**src/abx_pkg.sv**
```systemverilog
// Shared constants and types for the add and bit-clear execution datapath
package abx_pkg;
  localparam int ABX_DATA_W = 8;
  localparam int ABX_INSTR_W = 14;
  localparam int ABX_ADDR_W = 7;
  localparam int ABX_BIT_W = 3;
  // Opcode field positions and patterns
  localparam int ABX_LIT_OP_MSB = 13;
  localparam int ABX_LIT_OP_LSB = 8;
  localparam int ABX_ADD_LIT_LSB = 9;
  localparam logic [4:0] ABX_OPC_ADD_LIT = 5'h1F;
  localparam logic [5:0] ABX_OPC_AND_LIT = 6'h39;
  localparam logic [5:0] ABX_OPC_ADD_FILE = 6'h07;
  localparam logic [5:0] ABX_OPC_AND_FILE = 6'h05;
  localparam int ABX_CLR_BIT_LSB = 10;
  localparam logic [3:0] ABX_OPC_CLR_BIT = 4'h4;
  // Operand field positions and nibble width
  localparam int ABX_DEST_POS = 7;
  localparam int ABX_BIT_LSB = 7;
  localparam int ABX_FILE_LSB = 0;
  localparam int ABX_LIT_LSB = 0;
  localparam int ABX_NIB_W = 4;
  // Destination select values
  localparam logic ABX_DEST_ACC = 1'h0;
  localparam logic ABX_DEST_FILE = 1'h1;
  // Reset values
  localparam logic [7:0] ABX_ACC_RST = 8'h00;
  localparam logic [7:0] ABX_PIN_RST = 8'h00;
  // Decoded operation, one-hot
  typedef enum logic [5:0] {
    ABX_OP_NONE = 6'h01,
    ABX_OP_ADD_LIT = 6'h02,
    ABX_OP_AND_LIT = 6'h04,
    ABX_OP_ADD_FILE = 6'h08,
    ABX_OP_AND_FILE = 6'h10,
    ABX_OP_CLR_BIT = 6'h20
  } abx_op_t;
  // Status flags
  typedef struct packed {
    logic carry;
    logic digit_carry_flag;
    logic zero;
  } abx_flags_t;
  localparam abx_flags_t ABX_FLAGS_RST = 3'h0;
  // File register write request
  typedef struct packed {
    logic we;
    logic [6:0] addr;
    logic [7:0] data;
  } abx_fwr_t;
  localparam abx_fwr_t ABX_FWR_RST = 16'h0000;
endpackage

```
**src/abx_exec.sv**
```systemverilog
// Execution datapath for add, AND and bit-clear instructions
`timescale 1ns/1ps
module abx_exec
  import abx_pkg::*;
#(
  parameter int DATA_W = ABX_DATA_W
) (
  // Clock, reset, enable
  input wire logic mclk,
  input wire logic rst,
  input wire logic ce,
  // Instruction from decoder
  input wire logic instr_valid,
  input wire logic [13:0] instr_word,
  // File register read port
  output logic [6:0] file_raddr,
  input wire logic [7:0] file_rdata,
  input wire logic file_is_port,
  // Port pin levels, asynchronous
  input wire logic [7:0] port_pins,
  // File register write port
  output logic file_we,
  output logic [6:0] file_waddr,
  output logic [7:0] file_wdata,
  // Core state
  output logic [7:0] acc,
  output logic flag_carry,
  output logic digit_carry_flag,
  output logic flag_zero,
  // Execution status
  output logic done,
  output logic unsupported
);

  if (DATA_W != ABX_DATA_W) begin : g_bad_width
    $error("abx_exec supports only an 8-bit data path");
  end

  // Decode the instruction word into one operation
  function automatic abx_op_t abx_decode(input logic [13:0] iw);
    abx_op_t op;
    op = ABX_OP_NONE;
    if (iw[ABX_LIT_OP_MSB:ABX_ADD_LIT_LSB] == ABX_OPC_ADD_LIT) begin
      op = ABX_OP_ADD_LIT;
    end else if (iw[ABX_LIT_OP_MSB:ABX_LIT_OP_LSB] == ABX_OPC_AND_LIT) begin
      op = ABX_OP_AND_LIT;
    end else if (iw[ABX_LIT_OP_MSB:ABX_LIT_OP_LSB] == ABX_OPC_ADD_FILE) begin
      op = ABX_OP_ADD_FILE;
    end else if (iw[ABX_LIT_OP_MSB:ABX_LIT_OP_LSB] == ABX_OPC_AND_FILE) begin
      op = ABX_OP_AND_FILE;
    end else if (iw[ABX_LIT_OP_MSB:ABX_CLR_BIT_LSB] == ABX_OPC_CLR_BIT) begin
      op = ABX_OP_CLR_BIT;
    end
    return op;
  endfunction

  // Eight-bit add with carry and digit carry
  function automatic logic [9:0] abx_add(input logic [7:0] a,
                                         input logic [7:0] b);
    logic [8:0] sum;
    logic [4:0] nib;
    sum = {1'b0, a} + {1'b0, b};
    nib = {1'b0, a[3:0]} + {1'b0, b[3:0]};
    return {sum[8], nib[ABX_NIB_W], sum[7:0]};
  endfunction

  logic [7:0] acc_r;
  abx_flags_t flags_r;
  abx_fwr_t fwr_r;
  logic done_r;
  logic unsup_r;
  logic [7:0] pin_s1_r;
  logic [7:0] pin_s2_r;
  logic [7:0] pin_s3_r;
  logic [7:0] pin_lvl_r;

  abx_op_t op;
  logic [6:0] faddr;
  logic [2:0] bsel;
  logic dest;
  logic [7:0] lit;
  logic [7:0] fop;
  logic [9:0] add_lit;
  logic [9:0] add_file;
  logic [7:0] result;
  logic res_to_file;
  logic [7:0] acc_nxt;
  abx_flags_t flags_nxt;
  abx_fwr_t fwr_nxt;

  assign op = abx_decode(instr_word);
  assign faddr = instr_word[ABX_BIT_LSB-1:ABX_FILE_LSB];
  assign bsel = instr_word[ABX_CLR_BIT_LSB-1:ABX_BIT_LSB];
  assign dest = instr_word[ABX_DEST_POS];
  assign lit = instr_word[ABX_LIT_OP_LSB-1:ABX_LIT_LSB];
  assign file_raddr = faddr;

  // Pin synchroniser, three stages
  always_ff @(posedge mclk) begin
    if (rst) begin
      pin_s1_r <= ABX_PIN_RST;
      pin_s2_r <= ABX_PIN_RST;
      pin_s3_r <= ABX_PIN_RST;
    end else if (ce) begin
      pin_s1_r <= port_pins;
      pin_s2_r <= pin_s1_r;
      pin_s3_r <= pin_s2_r;
    end
  end

  // Accept a pin change once stages two and three agree
  always_ff @(posedge mclk) begin
    if (rst) begin
      pin_lvl_r <= ABX_PIN_RST;
    end else if (ce) begin
      for (int i = 0; i < ABX_DATA_W; i++) begin
        if (pin_s2_r[i] == pin_s3_r[i]) begin
          pin_lvl_r[i] <= pin_s3_r[i];
        end
      end
    end
  end

  // File operand selection
  always_comb begin
    fop = file_rdata;
    if (file_is_port) begin
      fop = pin_lvl_r;
    end else if (fwr_r.we && fwr_r.addr == faddr) begin
      fop = fwr_r.data; // Forward pending write
    end
  end

  assign add_lit = abx_add(acc_r, lit);
  assign add_file = abx_add(acc_r, fop);

  // Execute one instruction
  always_comb begin
    result = ABX_ACC_RST;
    res_to_file = 1'b0;
    acc_nxt = acc_r;
    flags_nxt = flags_r;
    case (op)
      ABX_OP_ADD_LIT: begin
        acc_nxt = add_lit[7:0];
        flags_nxt.carry = add_lit[9];
        flags_nxt.digit_carry_flag = add_lit[8];
        flags_nxt.zero = (add_lit[7:0] == 8'h00);
      end
      ABX_OP_AND_LIT: begin
        acc_nxt = acc_r & lit;
        flags_nxt.zero = ((acc_r & lit) == 8'h00);
      end
      ABX_OP_ADD_FILE: begin
        result = add_file[7:0];
        flags_nxt.carry = add_file[9];
        flags_nxt.digit_carry_flag = add_file[8];
        flags_nxt.zero = (add_file[7:0] == 8'h00);
        res_to_file = (dest == ABX_DEST_FILE);
        if (dest == ABX_DEST_ACC) begin
          acc_nxt = result;
        end
      end
      ABX_OP_AND_FILE: begin
        result = acc_r & fop;
        flags_nxt.zero = (result == 8'h00);
        res_to_file = (dest == ABX_DEST_FILE);
        if (dest == ABX_DEST_ACC) begin
          acc_nxt = result;
        end
      end
      ABX_OP_CLR_BIT: begin
        result = fop & ~(8'h01 << bsel);
        res_to_file = 1'b1;
      end
      default: begin
        result = ABX_ACC_RST;
      end
    endcase
  end

  // File write request
  always_comb begin
    fwr_nxt = ABX_FWR_RST;
    if (instr_valid && res_to_file) begin
      fwr_nxt.we = 1'b1;
      fwr_nxt.addr = faddr;
      fwr_nxt.data = result;
    end
  end

  // Accumulator and flags
  always_ff @(posedge mclk) begin
    if (rst) begin
      acc_r <= ABX_ACC_RST;
      flags_r <= ABX_FLAGS_RST;
    end else if (ce && instr_valid) begin
      acc_r <= acc_nxt;
      flags_r <= flags_nxt;
    end
  end

  // File write port, one-cycle request
  always_ff @(posedge mclk) begin
    if (rst) begin
      fwr_r <= ABX_FWR_RST;
    end else if (ce) begin
      fwr_r <= fwr_nxt;
    end
  end

  // Completion and unsupported opcode pulses
  always_ff @(posedge mclk) begin
    if (rst) begin
      done_r <= 1'b0;
      unsup_r <= 1'b0;
    end else if (ce) begin
      done_r <= instr_valid && (op != ABX_OP_NONE);
      unsup_r <= instr_valid && (op == ABX_OP_NONE);
    end
  end

  assign file_we = fwr_r.we;
  assign file_waddr = fwr_r.addr;
  assign file_wdata = fwr_r.data;
  assign acc = acc_r;
  assign flag_carry = flags_r.carry;
  assign digit_carry_flag = flags_r.digit_carry_flag;
  assign flag_zero = flags_r.zero;
  assign done = done_r;
  assign unsupported = unsup_r;

endmodule

```
**config.mk**
```make
export PLATFORM = sky130hd
export DESIGN_NAME = abx_exec
export DESIGN_NICKNAME = d
export VERILOG_FILES = /design/src/abx_pkg.sv /design/src/abx_exec.sv
export SDC_FILE = /design/constraint.sdc
export NUM_CORES = 1
export LEC_CHECK = 0
export ABC_CLOCK_PERIOD_IN_PS = 10190
export BUFFER_PORTS_ARGS = -buffer_cell sky130_fd_sc_hd__buf_2
export CORE_ASPECT_RATIO = 1.75
export CORE_MARGIN = 1
export CORE_UTILIZATION = 45
export CTS_CLUSTER_DIAMETER = 200
export DETAILED_ROUTE_END_ITERATION = 12
export PLACE_DENSITY = 0.69
export SLEW_MARGIN = 20
export SYNTH_ARGS = -nofsm -noshare
export SYNTH_HDL_FRONTEND = slang
export SYNTH_SLANG_ARGS = --single-unit
```
**constraint.sdc**
```tcl
create_clock -name mclk -period 10.19 [get_ports mclk]
set_clock_uncertainty 0.15 [all_clocks]
set_input_delay 2.038 -clock mclk [delete_from_list [all_inputs] [get_ports mclk]]
set_output_delay 2.038 -clock mclk [all_outputs]
set_load 0.03 [all_outputs]
```
==> results of run 1 <==
## final cells by class
cell class	count	area, sq um	area share
inverter	16	60.1	0.0135
timing repair buffer	71	358	0.0803
multi-input combinational	342	2390	0.537
clock buffer	12	256	0.0576
clock inverter	4	22.5	0.00505
sequential	61	1220	0.274
tap	115	144	0.0323
## metrics by stage
| stage | utilization | power (uW) | hold slack [ns] |
|---|---|---|---|
| floorplan | - | 304 | 0.286 |
| global placement | 0.502 | 324 | 0.292 |
| detailed placement | 0.502 | 325 | 0.299 |
| CTS | 0.536 | 609 | 0.311 |
| global route | 0.536 | 627 | 0.327 |
| finish | 0.536 | 606 | 0.312 |
## sequential cells by signal, indices dropped and copies added (netlist names)
register          cells
digit_carry_flag      1
file_waddr            7
flag_carry            1
unsupported           1
pin_lvl_r             8
done                  1
pin_s3_r              8
file_wdata            8
file_we               1
pin_s1_r              8
flag_zero             1
acc                   8
pin_s2_r              8
## critical path: stages
cell and delay [ns]:
buf_2 0.13, xnor2_1 0.16, nand4_1 0.16, nor2_4 0.37, mux2i_1 0.32, and2_1 0.16, ha_1 0.23, inv_1 0.08
fa_1 0.39, nand2b_1 0.19, a211oi_1 0.31, o31ai_1 0.13, o311ai_0 0.17, o21ai_1 0.17, a221o_1 0.37
## per-layer routing
metal,share of wire,track usage,up-vias
li1,-,-,1747
met1,0.41,0.294,1706
met2,0.51,0.447,94
met3,0.039,0.0591,31
met4,0.038,0.134,0
met5,0,0,-
## cell usage in the layout, fill, tap and decap left out, drive strengths merged, types with 4 or more instances in the layout
master / n
nand3: 5
clkbuf: 12
a221o: 4
xor2: 5
nand2b: 5
nor3: 9
mux2i: 31
a31oi: 7
inv: 16
dfxtp: 61
buf: 71
a221oi: 4
o21ai: 36
a21o: 9
nand2: 26
a22oi: 12
a21oi: 22
a211oi: 11
mux2: 4
ha: 19
and2: 6
xnor2: 9
and3: 4
o2bb2ai: 5
nor2: 59
nor4: 5
a22o: 4
## logic make-up (layout without fill, tap and decap cells)
logic type | after synthesis | count (layout)
xor gates and xnor gates | 14 | 14
adders and majority gates | 21 | 21
AOI/OAI and AO/OA | 132 | 132
muxes | 35 | 35
buffers and inverters | 44 | 103
and+or+nand+nor | 140 | 140
DFF | 61 | 61
## power groups by stage
stage / Combinational [uW] / Sequential [uW] / Clock [uW]
6_report: 73.8 / 247 / 285
3_3_place_gp: 72.1 / 252 / 0
3_5_place_dp: 72.9 / 252 / 0
5_1_grt: 81.0 / 248 / 298
2_1_floorplan: 50.9 / 253 / 0
4_1_cts: 73.3 / 247 / 288
## final timing paths
path | startpoint | end | depth (start not counted) | slack [ns]
hold reg to reg | unsupported | unsupported | 2 | 0.31
setup / recovery | instr_word[5] | file_wdata[6] | 15 | 4.89
hold / removal | unsupported | unsupported | 2 | 0.31
setup reg to reg | file_waddr[5] | file_wdata[6] | 14 | 6.33
==> results.ini, run 1 <==
[route]
drtIter0Drc = 207
postRouteAntennaNets = 0
num_vias = 3578
routedWlPerCell_um = 17.8
firstDrtPassIters = 4
wirelength_um = 11000
drc = 0
vias_per_cell = 5.76

[die]
core_sq_um = 8310
dieArea_sq_um = 8970
die_x_um = 72.0
die_h_um = 125
std_cell_rows = 44
ioPinCount = 71
start_util = 0.465

[cells_and_area]
drive_gt1_frac = 0.213
n_antenna_cell = 0
area_growth_pct = 15.4
finalNonFillerCells = 621
nNetsFinal = 557
fill_cells = 822
stdcell_area_sq_um = 4460

[synth]
synthArstFlopShare = 0
yosysWarnings = 0
syn-num-nets = 503
synth_top_area_share = 0.316
synth_most_common_cell = dfxtp_1
synth_top_family_by_area = compound AO/OA/AOI/OAI gates
synthAdderAreaFrac = 0.0719
syn_area_per_cell_sq_um = 8.64
synth_cell_types = 70
synth-edff-count = 0
synth_flop_cell = dfxtp_1
syn-cell-area_sq_um = 3860
synth_cells = 447
seq_area_frac_synth = 0.316
synth_common_cells = 61 x dfxtp_1, 57 x nor2_1, 34 x o21ai_0
synth_area_leader_cell = dfxtp_1
synth-compound-area-share = 0.241
synth_area_leaders = dfxtp_1 32%, mux2i_1 8.0%, ha_1 6.2%
yosys.area_share.simple = 0.183
synth_seq_cells = 61
synthXorXnorAreaFrac = 0.0317
synthMuxAreaShare = 0.0920

[sta]
timing.final.crit_share = 0.520
worstMarginPinSlew_ns = 1.05
finalWorstSetupSlack_ns = 4.89
hold_violations = 0
setup_violations = 0
rsz0062_at_grt = false
tns_ns = 0
slew_headroom = 0.295
drv_slew = 0
fin_crit_ns = 5.30
max_clock_freq_mhz = 189

[placement]
portBuffers = 70
dp.cells = 605
dp_hpwl_um = 8420
dpl-instance-area_sq_um = 4180
gp_congestion = 0.947
dp_slack_ns = 4.56

[power]
p_leak_uw = 0.00195
ir_drop_v = 0.000138
combPwrFrac = 0.122
p_int_uw = 447
power_density_nw_per_um2 = 136
swShare = 0.262
pwr-share-seq = 0.408
p_sw_uw = 159
p_clk_frac = 0.470

[cts]
clock_latency_ns = 0.34
numCtsBuffers = 9
hold_buffers = 0
cts-resized-gates = 0
cts_sinks = 61
clk_pin_slew_ns = 0.05
clock_path_buffers = 2
h-tree-depth = 3
clockRootBuffer = clkbuf_16
cts_tree = done
post_cts_buffers = 0

[run_status]
status = complete, no violations

[grt]
grt-ovfl-total = 0
grt_max_degree = 58
grt_usage = 0.261
antenna_found_initial = 0
grt_pass1_wl_um = 17900
grt_pass1_vias = 3492

[setup_path]
crit_type = in -> reg
startpoint_type = input port
worst_ep_arrival_time_ns = 5.37
cp.required_ns = 10.26
endpoint_kind = register
path_max_fanout = 8

[worst_hold_path]
hp-class = reg -> reg

[run]
cap_violations = 0

No activity file was read; power rests on OpenSTA's default activity.
==> run 2: changes to the inputs <==
--- a/config.mk
+++ b/config.mk
@@ -5,7 +5,7 @@
 export SDC_FILE = /design/constraint.sdc
 export NUM_CORES = 1
 export LEC_CHECK = 0
-export ABC_CLOCK_PERIOD_IN_PS = 10190
+export ABC_CLOCK_PERIOD_IN_PS = 5300
 export BUFFER_PORTS_ARGS = -buffer_cell sky130_fd_sc_hd__buf_2
 export CORE_ASPECT_RATIO = 1.75
 export CORE_MARGIN = 1
==> constraint.sdc (replaced) <==
create_clock -name mclk -period 5.3 [get_ports mclk]
set_clock_uncertainty 0.15 [all_clocks]
set_input_delay 1.06 -clock mclk [delete_from_list [all_inputs] [get_ports mclk]]
set_output_delay 1.06 -clock mclk [all_outputs]
set_load 0.03 [all_outputs]
==> run 2 against run 1 <==
  * Cell count rose by 0.32%
  * Design area rose by 0.81%
  * Non-clock buffer count rose by 2
  * Wire length fell by 0.13%
  * Via count rose by 0.53%
  * Power rose by 98%
  * Worst hold slack improved by 0.0014 ns
  * Critical endpoint unchanged
  * Largest cell class unchanged
  * Largest power group unchanged
==> results.ini, run 2 (same netlist as run 1, synthesis figures left out) <==
[setup_path]
crit_chain = buf_2 -> xnor2_1 -> nand4_1 -> nor2_4 -> mux2i_1 -> and2_1 -> ha_1 -> inv_1 -> fa_1 -> nand2b_1 -> a211oi_1 -> o31ai_1 -> o311ai_0 -> o21ai_1 -> a221o_1
reg2reg_slack_ns = 1.48
max_stage_delay_ns = 0.40
rr_startpoint = file_waddr[6]
startpoint_type = input port
cp.required_ns = 5.37
worstRegToRegCells = 14
path_max_fanout = 8
cp_top_family = compound AO/OA/AOI/OAI gates
critPathBufInv = 2
critPathSlowestCell = fa_1
endpoint_kind = register
r2r_end = file_wdata[6]
crit_type = in -> reg
worst_ep_arrival_time_ns = 4.38

[route]
vias_per_cell = 5.77
routedWlPerCell_um = 17.7
num_vias = 3597
postRouteAntennaNets = 0
drtIter0Drc = 173
drc = 0
firstDrtPassIters = 4
wirelength_um = 11000

[placement]
gp_congestion = 0.954
portBuffers = 70
dpl-instance-area_sq_um = 4190
dp_hpwl_um = 8500
dp.cells = 607

[cts]
clock_latency_ns = 0.34
hold_buffers = 0
post_cts_buffers = 0
clock_path_buffers = 2
clockRootBuffer = clkbuf_16
h-tree-depth = 3
numCtsBuffers = 9
cts_tree = done
cts_sinks = 61
cts-resized-gates = 0
clk_pin_slew_ns = 0.06

[sta]
fin_crit_ns = 4.31
worstMarginPinSlew_ns = 1.02
slew_headroom = 0.315
hold_violations = 0
setup_violations = 0
rsz0062_at_grt = false
timing.final.crit_share = 0.813
tns_ns = 0
max_clock_freq_mhz = 232
drv_slew = 0

[cells_and_area]
nNetsFinal = 559
mostFrequentLayoutCells = 70 x buf_2, 61 x dfxtp_1, 57 x nor2_1
drive_gt1_frac = 0.219
stdcell_area_sq_um = 4490
area_growth_pct = 16.3
finalNonFillerCells = 623
n_antenna_cell = 0
final_common_cell = buf_2
seqCellArea_sq_um = 1220
fill_cells = 809
multi_input_area_sq_um = 2390
final_core_util = 0.540

[die]
core_sq_um = 8310
dieArea_sq_um = 8970
die_h_um = 125
start_util = 0.465
die_x_um = 72.0
ioPinCount = 71
std_cell_rows = 44

[power]
p_leak_uw = 0.00196
ir_drop_v = 0.000215
power_density_nw_per_um2 = 267
power.total_uw = 1200

[worst_hold_path]
hp-class = reg -> reg
hold_path_depth = 2
hp-start = unsupported
hold_end = unsupported

[grt]
antenna_found_initial = 0
grt-ovfl-total = 0
grt_usage = 0.255
grt_pass1_wl_um = 17300
grt_max_degree = 43
grt_pass1_vias = 3441

[run]
cap_violations = 0

[run_status]
status = complete, no violations

-- run 2: cell count changes in the layout (fill, tap and decap cells not counted), sizes merged --
cell | previous run | this run
buf | 71 | 73
bufinv | 0 | 1
clkbuf | 12 | 9
clkinv | 3 | 2
clkinvlp | 1 | 3
inv | 16 | 17
-- run 2: worst max-delay path by stage --
stage                     slack (ns)  cells after the start            end          start
after global routing            0.72                     15  file_wdata[6]  instr_word[2]
after floorplan                 1.33                     14  file_wdata[6]  instr_word[6]
after CTS                       0.98                     15  file_wdata[6]  instr_word[0]
final                           0.99                     15  file_wdata[6]  instr_word[0]
after global placement          0.74                     15  file_wdata[6]  instr_word[6]
after detailed placement        0.63                     15  file_wdata[6]  instr_word[2]
-- run 2: layout make-up --
class	instances	share of cell area
inverters	16	0.0134
clock buffers	9	0.0501
flip-flops and latches	61	0.272
clock inverters	7	0.0167
multi-input cells	342	0.533
repair buffers	73	0.0830
well taps	115	0.0320
-- run 2: report_power, final --
| group | switching [uW] | internal, uW |
|---|---|---|
| clock network | 219 | 365 |
| logic | 88.8 | 53.9 |
| registers | 6.98 | 468 |
| total | 315 | 887 |
-- run 2: metal layers --
metal  up-vias  part of all wire  track usage
met1      1699              0.39        0.277
li1       1760                 -            -
met5         -                 0            0
met3        43             0.041       0.0526
met2        95              0.51        0.433
met4         0             0.054        0.171
-- run 2: stage by stage --
stage	worst slack, ns	hold slack (ns)
after global routing	0.720	0.342
after CTS	0.980	0.314
final	0.993	0.313
after floorplan	1.33	0.286
after global placement	0.740	0.292
after detailed placement	0.628	0.306
-- run 2: worst reg2reg max path, delay by kind of cell, from the launching register on --
kind                       cells  cell delay [ns]
DFF                            1             0.40
buffers and inverters          1             0.07
xor gates and xnor gates       1             0.14
AOI/OAI and AO/OA              5             1.10
muxes                          1             0.35
and+or+nand+nor                4             0.88
adders and majority gates      2             0.62
==> run 3: changes to the inputs <==
--- a/config.mk
+++ b/config.mk
@@ -5,14 +5,15 @@
 export SDC_FILE = /design/constraint.sdc
 export NUM_CORES = 1
 export LEC_CHECK = 0
-export ABC_CLOCK_PERIOD_IN_PS = 5300
+export ABC_AREA = 1
+export ABC_CLOCK_PERIOD_IN_PS = 4400
 export BUFFER_PORTS_ARGS = -buffer_cell sky130_fd_sc_hd__buf_2
 export CORE_ASPECT_RATIO = 1.75
 export CORE_MARGIN = 1
 export CORE_UTILIZATION = 45
 export CTS_CLUSTER_DIAMETER = 200
 export DETAILED_ROUTE_END_ITERATION = 12
-export PLACE_DENSITY = 0.69
+export PLACE_DENSITY = 0.68
 export SLEW_MARGIN = 20
 export SYNTH_ARGS = -nofsm -noshare
 export SYNTH_HDL_FRONTEND = slang
==> constraint.sdc (replaced) <==
create_clock -name mclk -period 4.4 [get_ports mclk]
set_clock_uncertainty 0.15 [all_clocks]
set_input_delay 0.88 -clock mclk [delete_from_list [all_inputs] [get_ports mclk]]
set_output_delay 0.88 -clock mclk [all_outputs]
set_load 0.03 [all_outputs]
==> run 3 against run 2 <==
  * Sequential share of layout area is 1.3 points lower
  * Power up 22%
  * Area after synthesis rose by 4.8%
  * Non-clock buffer count decreased by 1
  * Synthesized cell count increased by 33%
  * Worst hold slack better by 0.0053 ns
  * Global-route usage is 1.5 points higher
  * Cell count grew 24%
  * Sequential cell count did not move
==> results.ini, run 3 <==
[cts]
cts_tree = done
cts-resized-gates = 0
hold_buffers = 0
post_cts_buffers = 0
h-tree-depth = 3
cts_sinks = 61
numCtsBuffers = 9
clockRootBuffer = clkbuf_16
clock_path_buffers = 2
clock_latency_ns = 0.33
clk_pin_slew_ns = 0.05

[worst_hold_path]
hp-start = pin_s3_r[6]
hp-class = reg -> reg
hold_path_depth = 2
hold_end = pin_lvl_r[6]

[setup_path]
max_stage_delay_ns = 0.39
worst_ep_arrival_time_ns = 3.91
path_max_fanout = 8
cp.required_ns = 4.51
cp_top_family = simple AND/OR/NAND/NOR gates
crit_chain = buf_2 -> inv_1 -> nand2_1 -> o21ai_0 -> nor3_4 -> nand2_2 -> nand2_1 -> nand3_1 -> and2_1 -> ha_1 -> or2_2 -> nand2_1 -> o21ai_0 -> xor2_1 -> nand2_1 -> nand2_1 -> inv_1 -> nand2_1 -> nand2_2 -> a21oi_2
critPathSlowestCell = nor3_4
crit_start = instr_word[3]
rr_startpoint = file_waddr[4]
critPathBufInv = 3
startpoint_type = input port
crit_top_cell = nand2_1
reg2reg_slack_ns = 0.91
worstRegToRegCells = 19
crit_type = in -> reg
endpoint_kind = register
r2r_end = file_wdata[5]

[synth]
synth_seq_cells = 61
synth_most_common_cell = nand2_1
synthMuxAreaShare = 0
synth_cell_types = 51
yosys.area_share.simple = 0.315
synth_top_area_share = 0.302
synth_top_family_by_area = simple AND/OR/NAND/NOR gates
syn-cell-area_sq_um = 4050
synth_flop_cell = dfxtp_1
synth_cells = 595
yosysWarnings = 0
synth-edff-count = 0
synth_common_cells = 123 x nand2_1, 65 x inv_1, 61 x dfxtp_1
synthXorXnorAreaFrac = 0.0238
syn_area_per_cell_sq_um = 6.80
synth_area_leader_cell = dfxtp_1
synth_area_leaders = dfxtp_1 30%, nand2_1 11%, inv_1 6.0%
synthAdderAreaFrac = 0.0686
seq_area_frac_synth = 0.302
syn-num-nets = 651
synth-compound-area-share = 0.187
synthArstFlopShare = 0

[run]
cap_violations = 0

[power]
p_int_uw = 1070
p_leak_uw = 0.00222
power.total_uw = 1470
ir_drop_v = 0.000254
swShare = 0.270
combPwrFrac = 0.127
pwr-share-seq = 0.395
p_sw_uw = 396
p_clk_frac = 0.478
power_density_nw_per_um2 = 311

[sta]
worstMarginPinSlew_ns = 0.934
rsz0062_at_grt = false
slew_headroom = 0.377
fin_crit_ns = 3.80
tns_ns = 0
max_clock_freq_mhz = 263
fin_hold_ws_ns = 0.318
hold_violations = 0
drv_slew = 0
timing.final.crit_share = 0.863
setup_violations = 0

[run_status]
status = complete, no violations

[route]
postRouteAntennaNets = 0
drc = 0
wirelength_um = 11900
num_vias = 4115
firstDrtPassIters = 4
drtIter0Drc = 177
routedWlPerCell_um = 15.4
vias_per_cell = 5.32

[cells_and_area]
fill_cells = 883
finalNonFillerCells = 774
nNetsFinal = 708
mostFrequentLayoutCells = 123 x nand2_1, 70 x buf_2, 65 x inv_1
drive_gt1_frac = 0.209
multi_input_area_sq_um = 2410
area_growth_pct = 16.3
final_core_util = 0.540
n_antenna_cell = 0
final_common_cell = nand2_1
seqCellArea_sq_um = 1220

[grt]
grt-ovfl-total = 0
grt_usage = 0.270
grt_pass1_vias = 4043
grt_pass1_wl_um = 19100
grt_max_degree = 35
antenna_found_initial = 0

[placement]
dp_hpwl_um = 9410
dp.cells = 758
gp_congestion = 0.928
portBuffers = 70

[die]
std_cell_rows = 45
dieArea_sq_um = 9400
die_h_um = 127
ioPinCount = 71
start_util = 0.464
core_sq_um = 8730
die_x_um = 73.7

[run 3: changes by cell type in the layout (fill, tap and decap cells not counted), sizes merged, moves of 6 or more]
cell    change
a211oi     -10
nand2     +113
or2        +11
o21ai      +16
o22ai       +7
a21oi      +35
inv        +52
nand4       +6
mux2i      -31
a22oi      -12
nand3      +38
a21o        -9
[run 3: worst min-delay path, cell delays in order (launching register included)]
cell and delay [ns]:
dfxtp_1 0.31, nand2_1 0.05, a21oi_1 0.05
[run 3: cell families (layout without fill, tap and decap cells)]
logic type | after synthesis | after routing
simple gates | 275 | 275
compound gates | 131 | 131
buf+inv | 96 | 158
flops | 61 | 61
fa+ha+maj | 21 | 21
xor+xnor | 11 | 11
[run 3: layout make-up]
class / count / share of cell area
repair buffers: 72 / 0.0776
flip-flops and latches: 61 / 0.259
clock inverters: 7 / 0.0159
multi-input cells: 438 / 0.511
clock buffers: 9 / 0.0478
inverters: 70 / 0.0576
well taps: 117 / 0.0311
[run 3: stage by stage]
| step | instance area [sq um] | setup WS (ns) |
|---|---|---|
| floorplan | 4050 | 0.938 |
| global placement | 4410 | 0.296 |
| detailed placement | 4410 | 0.279 |
| CTS | 4710 | 0.615 |
| global route | 4710 | 0.341 |
| finish | 4710 | 0.602 |
[run 3: how the worst max path moves through the flow]
| stage | to | cells after the start |
|---|---|---|
| 2_1_floorplan | acc[3] | 15 |
| 3_3_place_gp | file_wdata[5] | 22 |
| 3_5_place_dp | file_wdata[5] | 20 |
| 4_1_cts | file_wdata[5] | 20 |
| 5_1_grt | file_wdata[5] | 22 |
| 6_report | file_wdata[5] | 20 |
[run 3: power by group through the flow]
stage	registers (uW)	clock network [uW]	logic, uW
after floorplan	593	0	127
after global placement	590	0	183
after detailed placement	590	0	185
after CTS	579	714	186
after global routing	581	738	206
final	579	701	187
[run 3: routing by layer]
| layer | vias up | track usage | wire (um) |
|---|---|---|---|
| met4 | 0 | 0.204 | 794 |
| met1 | 1889 | 0.284 | 4470 |
| met5 | - | 0 | 0 |
| met2 | 113 | 0.472 | 6260 |
| met3 | 48 | 0.0331 | 394 |
| li1 | 2065 | - | - |
